**src/common/tsm_pkg.sv**
```systemverilog
// Purpose: Constants for the transceiver status, mask and mode register bank
// Assumes: 8-bit registers, 5-bit register address carried in the serial frame
// Notes: Offsets, field positions and reset values live here; some checks and the bench also spell them out as literals
// What this block does
// [RL1] A set latched flag whose mask bit is one never drives the request output.
// [RL2] Flags still latch on events; the mask only gates the request output.
// [RL3] Mask bits 6, 5, 4 gate wake, conversion-done, driver fault; reset zero, read/write.
// [RL4] Mask bits 3, 2, 0 gate low-voltage, field undervoltage, thermal warning; bit 1 unused.
// [RL5] Host sets the thermal warning mask when manual conversion (10 or 11) is chosen.
// [RL6] Both status registers are read-only, follow live state, and reads clear nothing.
// [RL7] Status bit 7 is the line level inverted: one when the line is low.
// [RL8] Status bit 4 is one while the line driver has an overcurrent or thermal fault.
// [RL9] Status bit 3 sets below the lower comparator level, clears above the upper one.
// [RL10] Status bit 2 sets below the falling field threshold, clears above the rising one.
// [RL11] Status bit 0 sets above the upper temperature, clears below the lower one.
// [RL12] Host ignores the thermal warning status bit while manual conversion is chosen.
// [RL13] Corruption forces driver off, receive output high-Z, regulators on, clock output on.
// [RL14] Health bit 1 is one while the buck converter reports any fault.
// [RL15] Health bit 0 resets to one and is one only in steady, fault-free operation.
// [RL16] Writing one to mode bit 7 restores all register defaults; bit self-clears.
// [RL17] Converter mode: bit 3 picks discontinuous, else bit 2 pulse-frequency, else PWM.
// [RL18] Mode bit 1 enables spread spectrum, bit 0 disables converter; both reset zero.
// [RL19] Request output follows any unmasked set flag and drops once flags are cleared.
// [RL20] The not-ready flag has no mask and can always raise the request output.
// [RL21] Unused register bits read as zero and ignore writes.
package tsm_pkg;
	// Register addresses
	localparam logic [4:0] ADDR_FLAGS = 5'h00;
	localparam logic [4:0] ADDR_MASK = 5'h01;
	localparam logic [4:0] ADDR_LIVE = 5'h02;
	localparam logic [4:0] ADDR_HEALTH = 5'h03;
	localparam logic [4:0] ADDR_MODE = 5'h04;
	// Flag and mask field positions
	localparam int BIT_UNREADY = 7;
	localparam int BIT_WAKE = 6;
	localparam int BIT_CONV_DONE = 5;
	localparam int BIT_DRV_FAULT = 4;
	localparam int BIT_LOW_VOLT = 3;
	localparam int BIT_FIELD_UV = 2;
	localparam int BIT_THERM_WARN = 0;
	// Live status field positions
	localparam int BIT_LINE_INV = 7;
	// Health field positions
	localparam int BIT_CORRUPT = 7;
	localparam int BIT_CONV_FAULT = 1;
	localparam int BIT_CONV_READY = 0;
	// Mode field positions
	localparam int BIT_SOFT_RST = 7;
	localparam int BIT_DCM_SEL = 3;
	localparam int BIT_PFM_SEL = 2;
	localparam int BIT_SPREAD = 1;
	localparam int BIT_CONV_DIS = 0;
	// Writable bit masks and reset values
	localparam logic [7:0] MASK_WR_BITS = 8'h7D;
	localparam logic [3:0] MODE_WR_BITS = 4'hF;
	localparam logic [7:0] MASK_RESET = 8'h00;
	localparam logic [3:0] MODE_RESET = 4'h0;
	localparam logic CONV_READY_RESET = 1'b1;
	// Serial frame layout
	localparam int FRAME_BITS = 16;
	localparam int HDR_WRITE_BIT = 7;
	// Converter operating mode
	typedef enum logic [1:0] {
		TSM_CONV_PWM,
		TSM_CONV_PFM,
		TSM_CONV_DCM
	} tsm_conv_mode_t;
endpackage : tsm_pkg

```
**src/hdl/tsm_regs.sv**
```systemverilog
// Purpose: Mask, live status, health and mode registers with request output
// Assumes: Comparator and event inputs are synchronous to CLK_I
// Notes: Latched flag register sits outside; its bits arrive on FLAGS_I
`timescale 1ns/1ps
module tsm_regs (
	input wire logic CLK_I,
	input wire logic SYS_RST_I,
	input wire logic SCLK_I,
	input wire logic CS_N_I,
	input wire logic MOSI_I,
	output logic MISO_O,
	output logic MISO_OE_O,
	input wire logic [7:0] FLAGS_I,
	output logic FLAG_RD_O,
	output logic IRQ_O,
	input wire logic LINE_HIGH_I,
	input wire logic DRV_FAULT_I,
	input wire logic LOW_VOLT_BELOW_LO_I,
	input wire logic LOW_VOLT_ABOVE_HI_I,
	input wire logic FIELD_BELOW_FALL_I,
	input wire logic FIELD_ABOVE_RISE_I,
	input wire logic TEMP_ABOVE_HI_I,
	input wire logic TEMP_BELOW_LO_I,
	input wire logic CONV_FAULT_I,
	input wire logic CONV_STEADY_I,
	input wire logic CORRUPT_EVT_I,
	output logic SOFT_RST_O,
	output logic [1:0] CONV_MODE_O,
	output logic CONV_SPREAD_O,
	output logic CONV_DISABLE_O,
	output logic DRV_DISABLE_O,
	output logic RX_HIZ_O,
	output logic REG33_FORCE_ON_O,
	output logic CLK_OUT_EN_O
);
	logic [4:0] bus_addr;
	logic [7:0] bus_wdata;
	logic bus_wr;
	logic bus_rd;
	logic [7:0] bus_rdata;
	logic [7:0] mask_q;
	logic [7:0] mask_d;
	logic [3:0] mode_q;
	logic [3:0] mode_d;
	logic corrupt_q;
	logic corrupt_d;
	logic ready_q;
	logic ready_d;
	logic line_inv_q;
	logic drv_fault_q;
	logic conv_fault_q;
	logic soft_rst_q;
	logic low_volt;
	logic field_uv;
	logic therm_warn;
	logic [7:0] live_flags;
	logic [7:0] health_flags;
	logic [7:0] flag_gate;
	logic wr_mask;
	logic wr_mode;
	logic soft_rst_req;
	tsm_pkg::tsm_conv_mode_t conv_mode;

	// Serial register port
	tsm_spi u_spi (
		.clk_i(CLK_I),
		.rst_i(SYS_RST_I),
		.sclk_i(SCLK_I),
		.cs_n_i(CS_N_I),
		.mosi_i(MOSI_I),
		.miso_o(MISO_O),
		.miso_oe_o(MISO_OE_O),
		.addr_o(bus_addr),
		.wdata_o(bus_wdata),
		.wr_o(bus_wr),
		.rd_o(bus_rd),
		.rdata_i(bus_rdata)
	);

	// Low-voltage monitor with hysteresis
	tsm_hyst #(.RESET_VAL(1'b0)) u_low_volt ( // RL9
		.clk_i(CLK_I),
		.rst_i(SYS_RST_I),
		.set_i(LOW_VOLT_BELOW_LO_I),
		.clr_i(LOW_VOLT_ABOVE_HI_I),
		.state_o(low_volt)
	);

	// Field supply undervoltage with hysteresis
	tsm_hyst #(.RESET_VAL(1'b0)) u_field_uv ( // RL10
		.clk_i(CLK_I),
		.rst_i(SYS_RST_I),
		.set_i(FIELD_BELOW_FALL_I),
		.clr_i(FIELD_ABOVE_RISE_I),
		.state_o(field_uv)
	);

	// Die temperature warning with hysteresis
	tsm_hyst #(.RESET_VAL(1'b0)) u_therm_warn ( // RL11
		.clk_i(CLK_I),
		.rst_i(SYS_RST_I),
		.set_i(TEMP_ABOVE_HI_I),
		.clr_i(TEMP_BELOW_LO_I),
		.state_o(therm_warn)
	);

	// Write decode
	assign wr_mask = bus_wr && bus_addr == tsm_pkg::ADDR_MASK;
	assign wr_mode = bus_wr && bus_addr == tsm_pkg::ADDR_MODE;
	assign soft_rst_req = wr_mode && bus_wdata[tsm_pkg::BIT_SOFT_RST]; // RL16

	// Mask register next value; only documented bits take writes
	assign mask_d = soft_rst_q ? tsm_pkg::MASK_RESET : // RL16
		(wr_mask ? (bus_wdata & tsm_pkg::MASK_WR_BITS) : mask_q); // RL3 RL4 RL21

	// Mode register next value; bit 7 is never stored
	assign mode_d = soft_rst_q ? tsm_pkg::MODE_RESET : // RL16
		(wr_mode ? (bus_wdata[3:0] & tsm_pkg::MODE_WR_BITS) : mode_q); // RL18

	// Corruption stays until a soft reset restores the registers
	assign corrupt_d = CORRUPT_EVT_I ? 1'b1 : (soft_rst_q ? 1'b0 : corrupt_q);

	// Converter health follows the live converter state
	assign ready_d = CONV_STEADY_I & ~CONV_FAULT_I; // RL15

	// Live status register image
	assign live_flags = {line_inv_q, 2'b00, drv_fault_q, low_volt, field_uv, // RL6 RL9 RL10
		1'b0, therm_warn}; // RL11 RL21

	// Health register image
	assign health_flags = {corrupt_q, 5'b00000, conv_fault_q, ready_q}; // RL14 RL15 RL21

	// Read mux; unmapped addresses read zero
	assign bus_rdata = (bus_addr == tsm_pkg::ADDR_FLAGS) ? FLAGS_I :
		(bus_addr == tsm_pkg::ADDR_MASK) ? mask_q :
		(bus_addr == tsm_pkg::ADDR_LIVE) ? live_flags :
		(bus_addr == tsm_pkg::ADDR_HEALTH) ? health_flags :
		(bus_addr == tsm_pkg::ADDR_MODE) ? {4'h0, mode_q} :
		8'h00; // RL21

	// Reads of the flag register are forwarded so the flags clear there
	assign FLAG_RD_O = bus_rd && bus_addr == tsm_pkg::ADDR_FLAGS; // RL19

	// Mask gates the request only; flags themselves pass untouched
	assign flag_gate = FLAGS_I & ~mask_q; // RL1 RL2
	assign IRQ_O = FLAGS_I[tsm_pkg::BIT_UNREADY] | // RL20
		flag_gate[tsm_pkg::BIT_WAKE] | flag_gate[tsm_pkg::BIT_CONV_DONE] |
		flag_gate[tsm_pkg::BIT_DRV_FAULT] | flag_gate[tsm_pkg::BIT_LOW_VOLT] |
		flag_gate[tsm_pkg::BIT_FIELD_UV] | flag_gate[tsm_pkg::BIT_THERM_WARN]; // RL19

	// Converter mode priority: discontinuous, then pulse-frequency, then PWM
	assign conv_mode = mode_q[tsm_pkg::BIT_DCM_SEL] ? tsm_pkg::TSM_CONV_DCM : // RL17
		(mode_q[tsm_pkg::BIT_PFM_SEL] ? tsm_pkg::TSM_CONV_PFM : tsm_pkg::TSM_CONV_PWM);
	assign CONV_MODE_O = conv_mode;
	assign CONV_SPREAD_O = mode_q[tsm_pkg::BIT_SPREAD]; // RL18

	// Corruption overrides the converter disable and the line path
	assign CONV_DISABLE_O = mode_q[tsm_pkg::BIT_CONV_DIS] & ~corrupt_q; // RL13 RL18
	assign DRV_DISABLE_O = corrupt_q; // RL13
	assign RX_HIZ_O = corrupt_q; // RL13
	assign REG33_FORCE_ON_O = corrupt_q; // RL13
	assign CLK_OUT_EN_O = corrupt_q; // RL13
	assign SOFT_RST_O = soft_rst_q;

	// Control registers
	always_ff @(posedge CLK_I or posedge SYS_RST_I) begin
		if (SYS_RST_I) begin
			mask_q <= tsm_pkg::MASK_RESET;
			mode_q <= tsm_pkg::MODE_RESET;
			soft_rst_q <= 1'b0;
			corrupt_q <= 1'b0;
		end else begin
			mask_q <= mask_d;
			mode_q <= mode_d;
			soft_rst_q <= soft_rst_req; // RL16
			corrupt_q <= corrupt_d;
		end
	end

	// Live status samplers; no read ever touches them
	always_ff @(posedge CLK_I or posedge SYS_RST_I) begin
		if (SYS_RST_I) begin
			line_inv_q <= 1'b0;
			drv_fault_q <= 1'b0;
			conv_fault_q <= 1'b0;
			ready_q <= tsm_pkg::CONV_READY_RESET; // RL15
		end else begin
			line_inv_q <= ~LINE_HIGH_I; // RL7
			drv_fault_q <= DRV_FAULT_I; // RL8
			conv_fault_q <= CONV_FAULT_I; // RL14
			ready_q <= ready_d;
		end
	end
endmodule : tsm_regs

```
**src/hdl/tsm_hyst.sv**
```systemverilog
// Purpose: Hysteresis latch driven by a pair of comparator outputs
// Assumes: Comparator levels are synchronous to the clock
// Notes: Set wins when both comparators report at once
`timescale 1ns/1ps
module tsm_hyst #(
	parameter logic RESET_VAL = 1'b0
) (
	input wire logic clk_i,
	input wire logic rst_i,
	input wire logic set_i,
	input wire logic clr_i,
	output logic state_o
);
	logic state_q;
	logic state_d;

	// Hold between the two thresholds
	assign state_d = set_i ? 1'b1 : (clr_i ? 1'b0 : state_q);
	assign state_o = state_q;

	// State register
	always_ff @(posedge clk_i or posedge rst_i) begin
		if (rst_i) begin
			state_q <= RESET_VAL;
		end else begin
			state_q <= state_d;
		end
	end
endmodule : tsm_hyst

```
**src/hdl/tsm_spi.sv**
```systemverilog
// Purpose: Serial register port, mode 0, 16-bit frames
// Assumes: Serial pins are synchronous and much slower than the clock
// Notes: Header byte: bit 7 write, bits 4:0 address; then one data byte
`timescale 1ns/1ps
module tsm_spi (
	input wire logic clk_i,
	input wire logic rst_i,
	input wire logic sclk_i,
	input wire logic cs_n_i,
	input wire logic mosi_i,
	output logic miso_o,
	output logic miso_oe_o,
	output logic [4:0] addr_o,
	output logic [7:0] wdata_o,
	output logic wr_o,
	output logic rd_o,
	input wire logic [7:0] rdata_i
);
	logic sclk_q;
	logic [4:0] cnt_q;
	logic [7:0] in_q;
	logic [7:0] hdr_q;
	logic [7:0] out_q;
	logic hdr_done_q;
	logic wr_q;
	logic [7:0] wdata_q;
	logic rise;
	logic fall;
	logic [7:0] in_next;
	// Bit counter end points of the header and of the whole frame
	localparam logic [4:0] HDR_LAST = 5'(tsm_pkg::FRAME_BITS / 2 - 1);
	localparam logic [4:0] FRAME_LAST = 5'(tsm_pkg::FRAME_BITS - 1);

	// Edge detect on the serial clock
	assign rise = ~cs_n_i & sclk_i & ~sclk_q;
	assign fall = ~cs_n_i & ~sclk_i & sclk_q;
	assign in_next = {in_q[6:0], mosi_i};
	assign addr_o = hdr_q[4:0];
	assign wdata_o = wdata_q;
	assign wr_o = wr_q;
	assign rd_o = hdr_done_q & ~hdr_q[tsm_pkg::HDR_WRITE_BIT];
	assign miso_o = out_q[7];
	assign miso_oe_o = ~cs_n_i;

	// Frame shifter
	always_ff @(posedge clk_i or posedge rst_i) begin
		if (rst_i) begin
			sclk_q <= 1'b0;
			cnt_q <= 5'h00;
			in_q <= 8'h00;
			hdr_q <= 8'h00;
			out_q <= 8'h00;
			hdr_done_q <= 1'b0;
			wr_q <= 1'b0;
			wdata_q <= 8'h00;
		end else begin
			sclk_q <= sclk_i;
			hdr_done_q <= rise && cnt_q == HDR_LAST;
			wr_q <= rise && cnt_q == FRAME_LAST && hdr_q[tsm_pkg::HDR_WRITE_BIT];
			if (cs_n_i) begin
				cnt_q <= 5'h00;
			end else if (rise) begin
				cnt_q <= cnt_q + 5'h01;
				in_q <= in_next;
				if (cnt_q == HDR_LAST) begin
					hdr_q <= in_next;
				end
				if (cnt_q == FRAME_LAST) begin
					wdata_q <= in_next;
				end
			end
			if (hdr_done_q) begin
				out_q <= rdata_i;
			end else if (fall && cnt_q > HDR_LAST + 5'h01) begin
				out_q <= {out_q[6:0], 1'b0};
			end
		end
	end
endmodule : tsm_spi

```
**config.mk**
```make
export PLATFORM = sky130hd
export DESIGN_NAME = tsm_regs
export DESIGN_NICKNAME = d
export VERILOG_FILES = /design/src/common/tsm_pkg.sv /design/src/hdl/tsm_regs.sv /design/src/hdl/tsm_hyst.sv /design/src/hdl/tsm_spi.sv
export SDC_FILE = /design/constraint.sdc
export NUM_CORES = 1
export LEC_CHECK = 0
export BUFFER_PORTS_ARGS = -buffer_cell sky130_fd_sc_hd__buf_4
export CELL_PAD_IN_SITES_DETAIL_PLACEMENT = 1
export CELL_PAD_IN_SITES_GLOBAL_PLACEMENT = 2
export CORE_MARGIN = 5
export CORE_UTILIZATION = 37
export CTS_CLUSTER_DIAMETER = 120
export DETAILED_ROUTE_END_ITERATION = 10
export MAX_ROUTING_LAYER = met4
export PLACE_DENSITY_LB_ADDON = 0.08
export SLEW_MARGIN = 10
export SYNTH_ARGS = -nofsm -noshare
export SYNTH_HDL_FRONTEND = slang
export SYNTH_HIERARCHICAL = 1
export SYNTH_SLANG_ARGS = --single-unit
```
**constraint.sdc**
```tcl
create_clock -name CLK_I -period 2 [get_ports CLK_I]
set_input_delay 0.4 -clock CLK_I [delete_from_list [all_inputs] [get_ports CLK_I]]
set_output_delay 0.4 -clock CLK_I [all_outputs]
set_load 0.01 [all_outputs]
```
==> summary.md <==
| Metric | Value |
|---|---|
| Most common cell after layout, fill and taps aside | `dfrtp_1` |
| Violated checks | `negative setup slack` |
| Nets | `330` |
| Die ar. | `between 0.009 and 0.01 sq mm` |
| Crit-path max FO | `2` |
| Post-synth top area cell | `dfrtp_1` |
| Top FF cell, synth | `dfrtp_1` |
| Final Hold Viols | `0` |
| Hold_sp | `DRV_FAULT_I` |
| Worst R2R Path Depth | `7` |
| Clock Path Buffers | `2` |
| RSZ-0062 raised after global routing | `yes` |
| Largest family of logic cells by synthesized area | `simple AND/OR/NAND/NOR gates` |
| XOR/XNOR share of the synthesized area | `0.9383%` |
| Slew margin rel. | `about 57%` |
| Worst hold slack | `~0.18 ns` |
| Chip Width | `97.00 microns` |
| Most frequent cells in the layout | `dfrtp_1, buf_4, a21oi_1, mux2_2, o21ai_0` |
| Overall routing resource usage | `around 16%` |
| Critical path data arrival time | `1.60 ns` |
| Area delta synth->final | `17.11%` |
| CTS buffer count | `5` |
| Setup crit end kind | `output pin` |
| Root buf cell | `clkbuf_8` |
| CTS tree | `built` |
| R2R Setup Slk | `roughly 0.25 ns` |
| DR iter-0 viols | `100` |
| Cell count after synthesis | `~270` |
| CP Class | `flip-flop to output pin` |
| Req. time, crit path | `1.60 ns` |
| Total gr overflow | `0` |
| Vias in the first global route | `~2200` |
| DRT Pass-1 Iters | `4` |
| Synth Area in Compound Gates | `between 10 and 15%` |
| Fillcell total | `864` |
| Period utilization | `100.2%` |
| Number of synthesized register bits | `56` |
| PortBufs | `36` |
| Final ANT Viol Nets | `0` |
| Netlist cell types | `44` |
| First-pass GRT wire length | `roughly 11000 microns` |
| Worst min-delay path class | `input port to flip-flop` |
| Worst VDD drop | `between 0.3 and 0.4 mV` |
| GPL Wtd Cong | `~0.80` |
| Mux cell area share after synthesis | `around a tenth` |
| Die height | `between 90 and 100 microns` |
| Worst Setup Start Kind | `flip-flop` |
| Clk_skew | `about 0.012 ns` |
| Synthesized net count | `between 200 and 300` |
| Status | `finished with violations` |
| Post-Synth Simple-Gate Area | `between 10% and 20%` |
| Max Slew Vio Count | `0` |
| Synth top area cells | `dfrtp_1, mux2_2, a21oi_1` |
| Ys async rst share | `100.0%` |
| Largest net degree at the start of global routing | `21` |
| # DRC | `0` |
| Final core utilization | `around 45%` |
| Hold Path Stages | `1` |
| Clk sinks | `56` |
| Hold EP | `drv_fault_q` |
| IO Count | `37` |
| Clock Latency Late Sink | `0.32 ns` |
| Min Tclk post-route | `2.003 ns` |
| Wire per inst | `~17 microns` |
| Number of synthesized flops with an enable pin | `0` |
| Final Setup Violations | `1` |
| Place WS | `about 0.22 ns` |
| Cell area after synthesis | `0.002800 sq mm` |
| Share of cells above drive strength 1 | `30.92%` |
| Slew @ Worst Pin | `about 0.64 ns` |
| H-tree Lvls | `2` |
| MaxCap Viol Count | `0` |
| PD cells | `642.6 mW/mm^2` |
| HPWL Detailed | `around 5000 microns` |
| Seq/Total Area, Yosys | `50.09%` |
| Via count | `slightly above 2000` |
| Max Fclk | `around 500 MHz` |
| FP Rows | `31` |
| Synth Area in Adders | `~1.3%` |
| Leak | `between 0.0015 and 0.002 uW` |
| Final WL | `about 6700 microns` |
| Core area | `0.007292 sq mm` |
| Synthesis warning total | `6` |
| # diodes | `0` |
| Reg2Reg Capture Point | `u_spi/out_q[1]` |
| Average via count per standard cell | `a little over 5` |
| Starting Density | `between 30% and 40%` |
| Avg Inst Size Synth | `~11 sq um` |
| Synth top area share | `between 40% and 50%` |
| Setup WS post-layout | `-0.003055 ns` |
| Antenna violations before repair | `0` |
| Clock Pin Slew Worst Setup and Hold Paths | `0.11 ns` |
| R2r startpoint | `u_spi/hdr_q[4]` |
## cells by family after synthesis
kind of cell / count (synthesis)
compound gates: 66
xor+xnor: 3
fa+ha+maj: 3
buf+inv: 41
flops: 56
mux: 24
simple gates: 72
## synth_stat cells, types with 2 or more instances
cell / number
dfrtp_1: 55
a21oi_1: 22
mux2_2: 22
o21ai_0: 21
inv_1: 19
nor2b_1: 13
nor2_1: 11
nand3_1: 10
buf_4: 9
a31oi_1: 7
clkbuf_1: 6
a21o_1: 5
nand2_1: 5
nand2b_1: 5
and3_1: 4
buf_2: 4
nor3_1: 4
nor3b_1: 4
a32oi_1: 3
buf_6: 3
ha_1: 3
or3b_2: 3
a221oi_1: 2
mux2i_1: 2
nand4_1: 2
o2bb2ai_1: 2
xor2_1: 2
## cell type report
class | count | area, sq um | share of cell area (%)
Sequential cell | 56 | 1403 | 42.77
Multi-Input combinational cell | 168 | 1191 | 36.32
Timing Repair Buffer | 53 | 400.4 | 12.21
Tap cell | 99 | 123.9 | 3.777
Inverter | 19 | 71.32 | 2.175
Clock buffer | 5 | 68.82 | 2.098
Clock inverter | 3 | 21.27 | 0.6486
## state kept, by name (all words and copies together) (netlist names), 4 cells and up
register	count
u_spi/out_q	8
u_spi/wdata_o	8
u_spi/in_q	7
mask_q	6
u_spi/hdr_q	6
u_spi/cnt_q	5
mode_q	4
## worst max-delay path by stage
stage,start,endpoint,cells after the start
6_report,u_spi/hdr_q[4],FLAG_RD_O,3
5_1_grt,u_spi/hdr_q[4],FLAG_RD_O,3
3_3_place_gp,u_spi/hdr_q[4],FLAG_RD_O,3
4_1_cts,u_spi/hdr_q[4],FLAG_RD_O,3
3_5_place_dp,u_spi/hdr_q[4],FLAG_RD_O,3
2_1_floorplan,u_spi/hdr_q[3],FLAG_RD_O,5
## repair_timing
item                       CTS  global route
setup buffers                1             0
resized for setup            2             0
hold buffers                 1             0
hold endpoints to repair     3             0
pin swaps                    1             0
setup endpoints to repair    1             1
## worst max-delay path, stage by stage, from the launching register on
cell and delay, ns:
dfrtp_1 0.39, or4_4 0.54, nor3b_2 0.20, buf_4 0.15
## metal layers
| layer | GRT usage [%] | part of all wire (%) | up-vias |
|---|---|---|---|
| met5 | - | 0 | - |
| met4 | 4.320 | 1.0 | 0 |
| met3 | 3.165 | 3.7 | 7 |
| met2 | 25.11 | 48 | 45 |
| met1 | 19.95 | 47 | 1020 |
| li1 | - | - | 999 |
## power by group
group,switching [uW],internal (uW),leakage (uW),total (uW)
clock network,393,250,0.0000445,643
registers,71.0,1210,0.000742,1280
logic,83.4,105,0.000776,188
## per-stage QoR
stage	setup TNS, ns	power (uW)	cell area, sq um	instances
CTS	-0.01987	2145	3279	403
floorplan	0	1390	2800	265
global placement	0	1490	3163	393
finish	-0.003055	2107	3279	403
detailed placement	0	1494	3163	393
global route	-0.06919	2228	3279	403
Note: power is estimated with default switching activity, not from simulation.
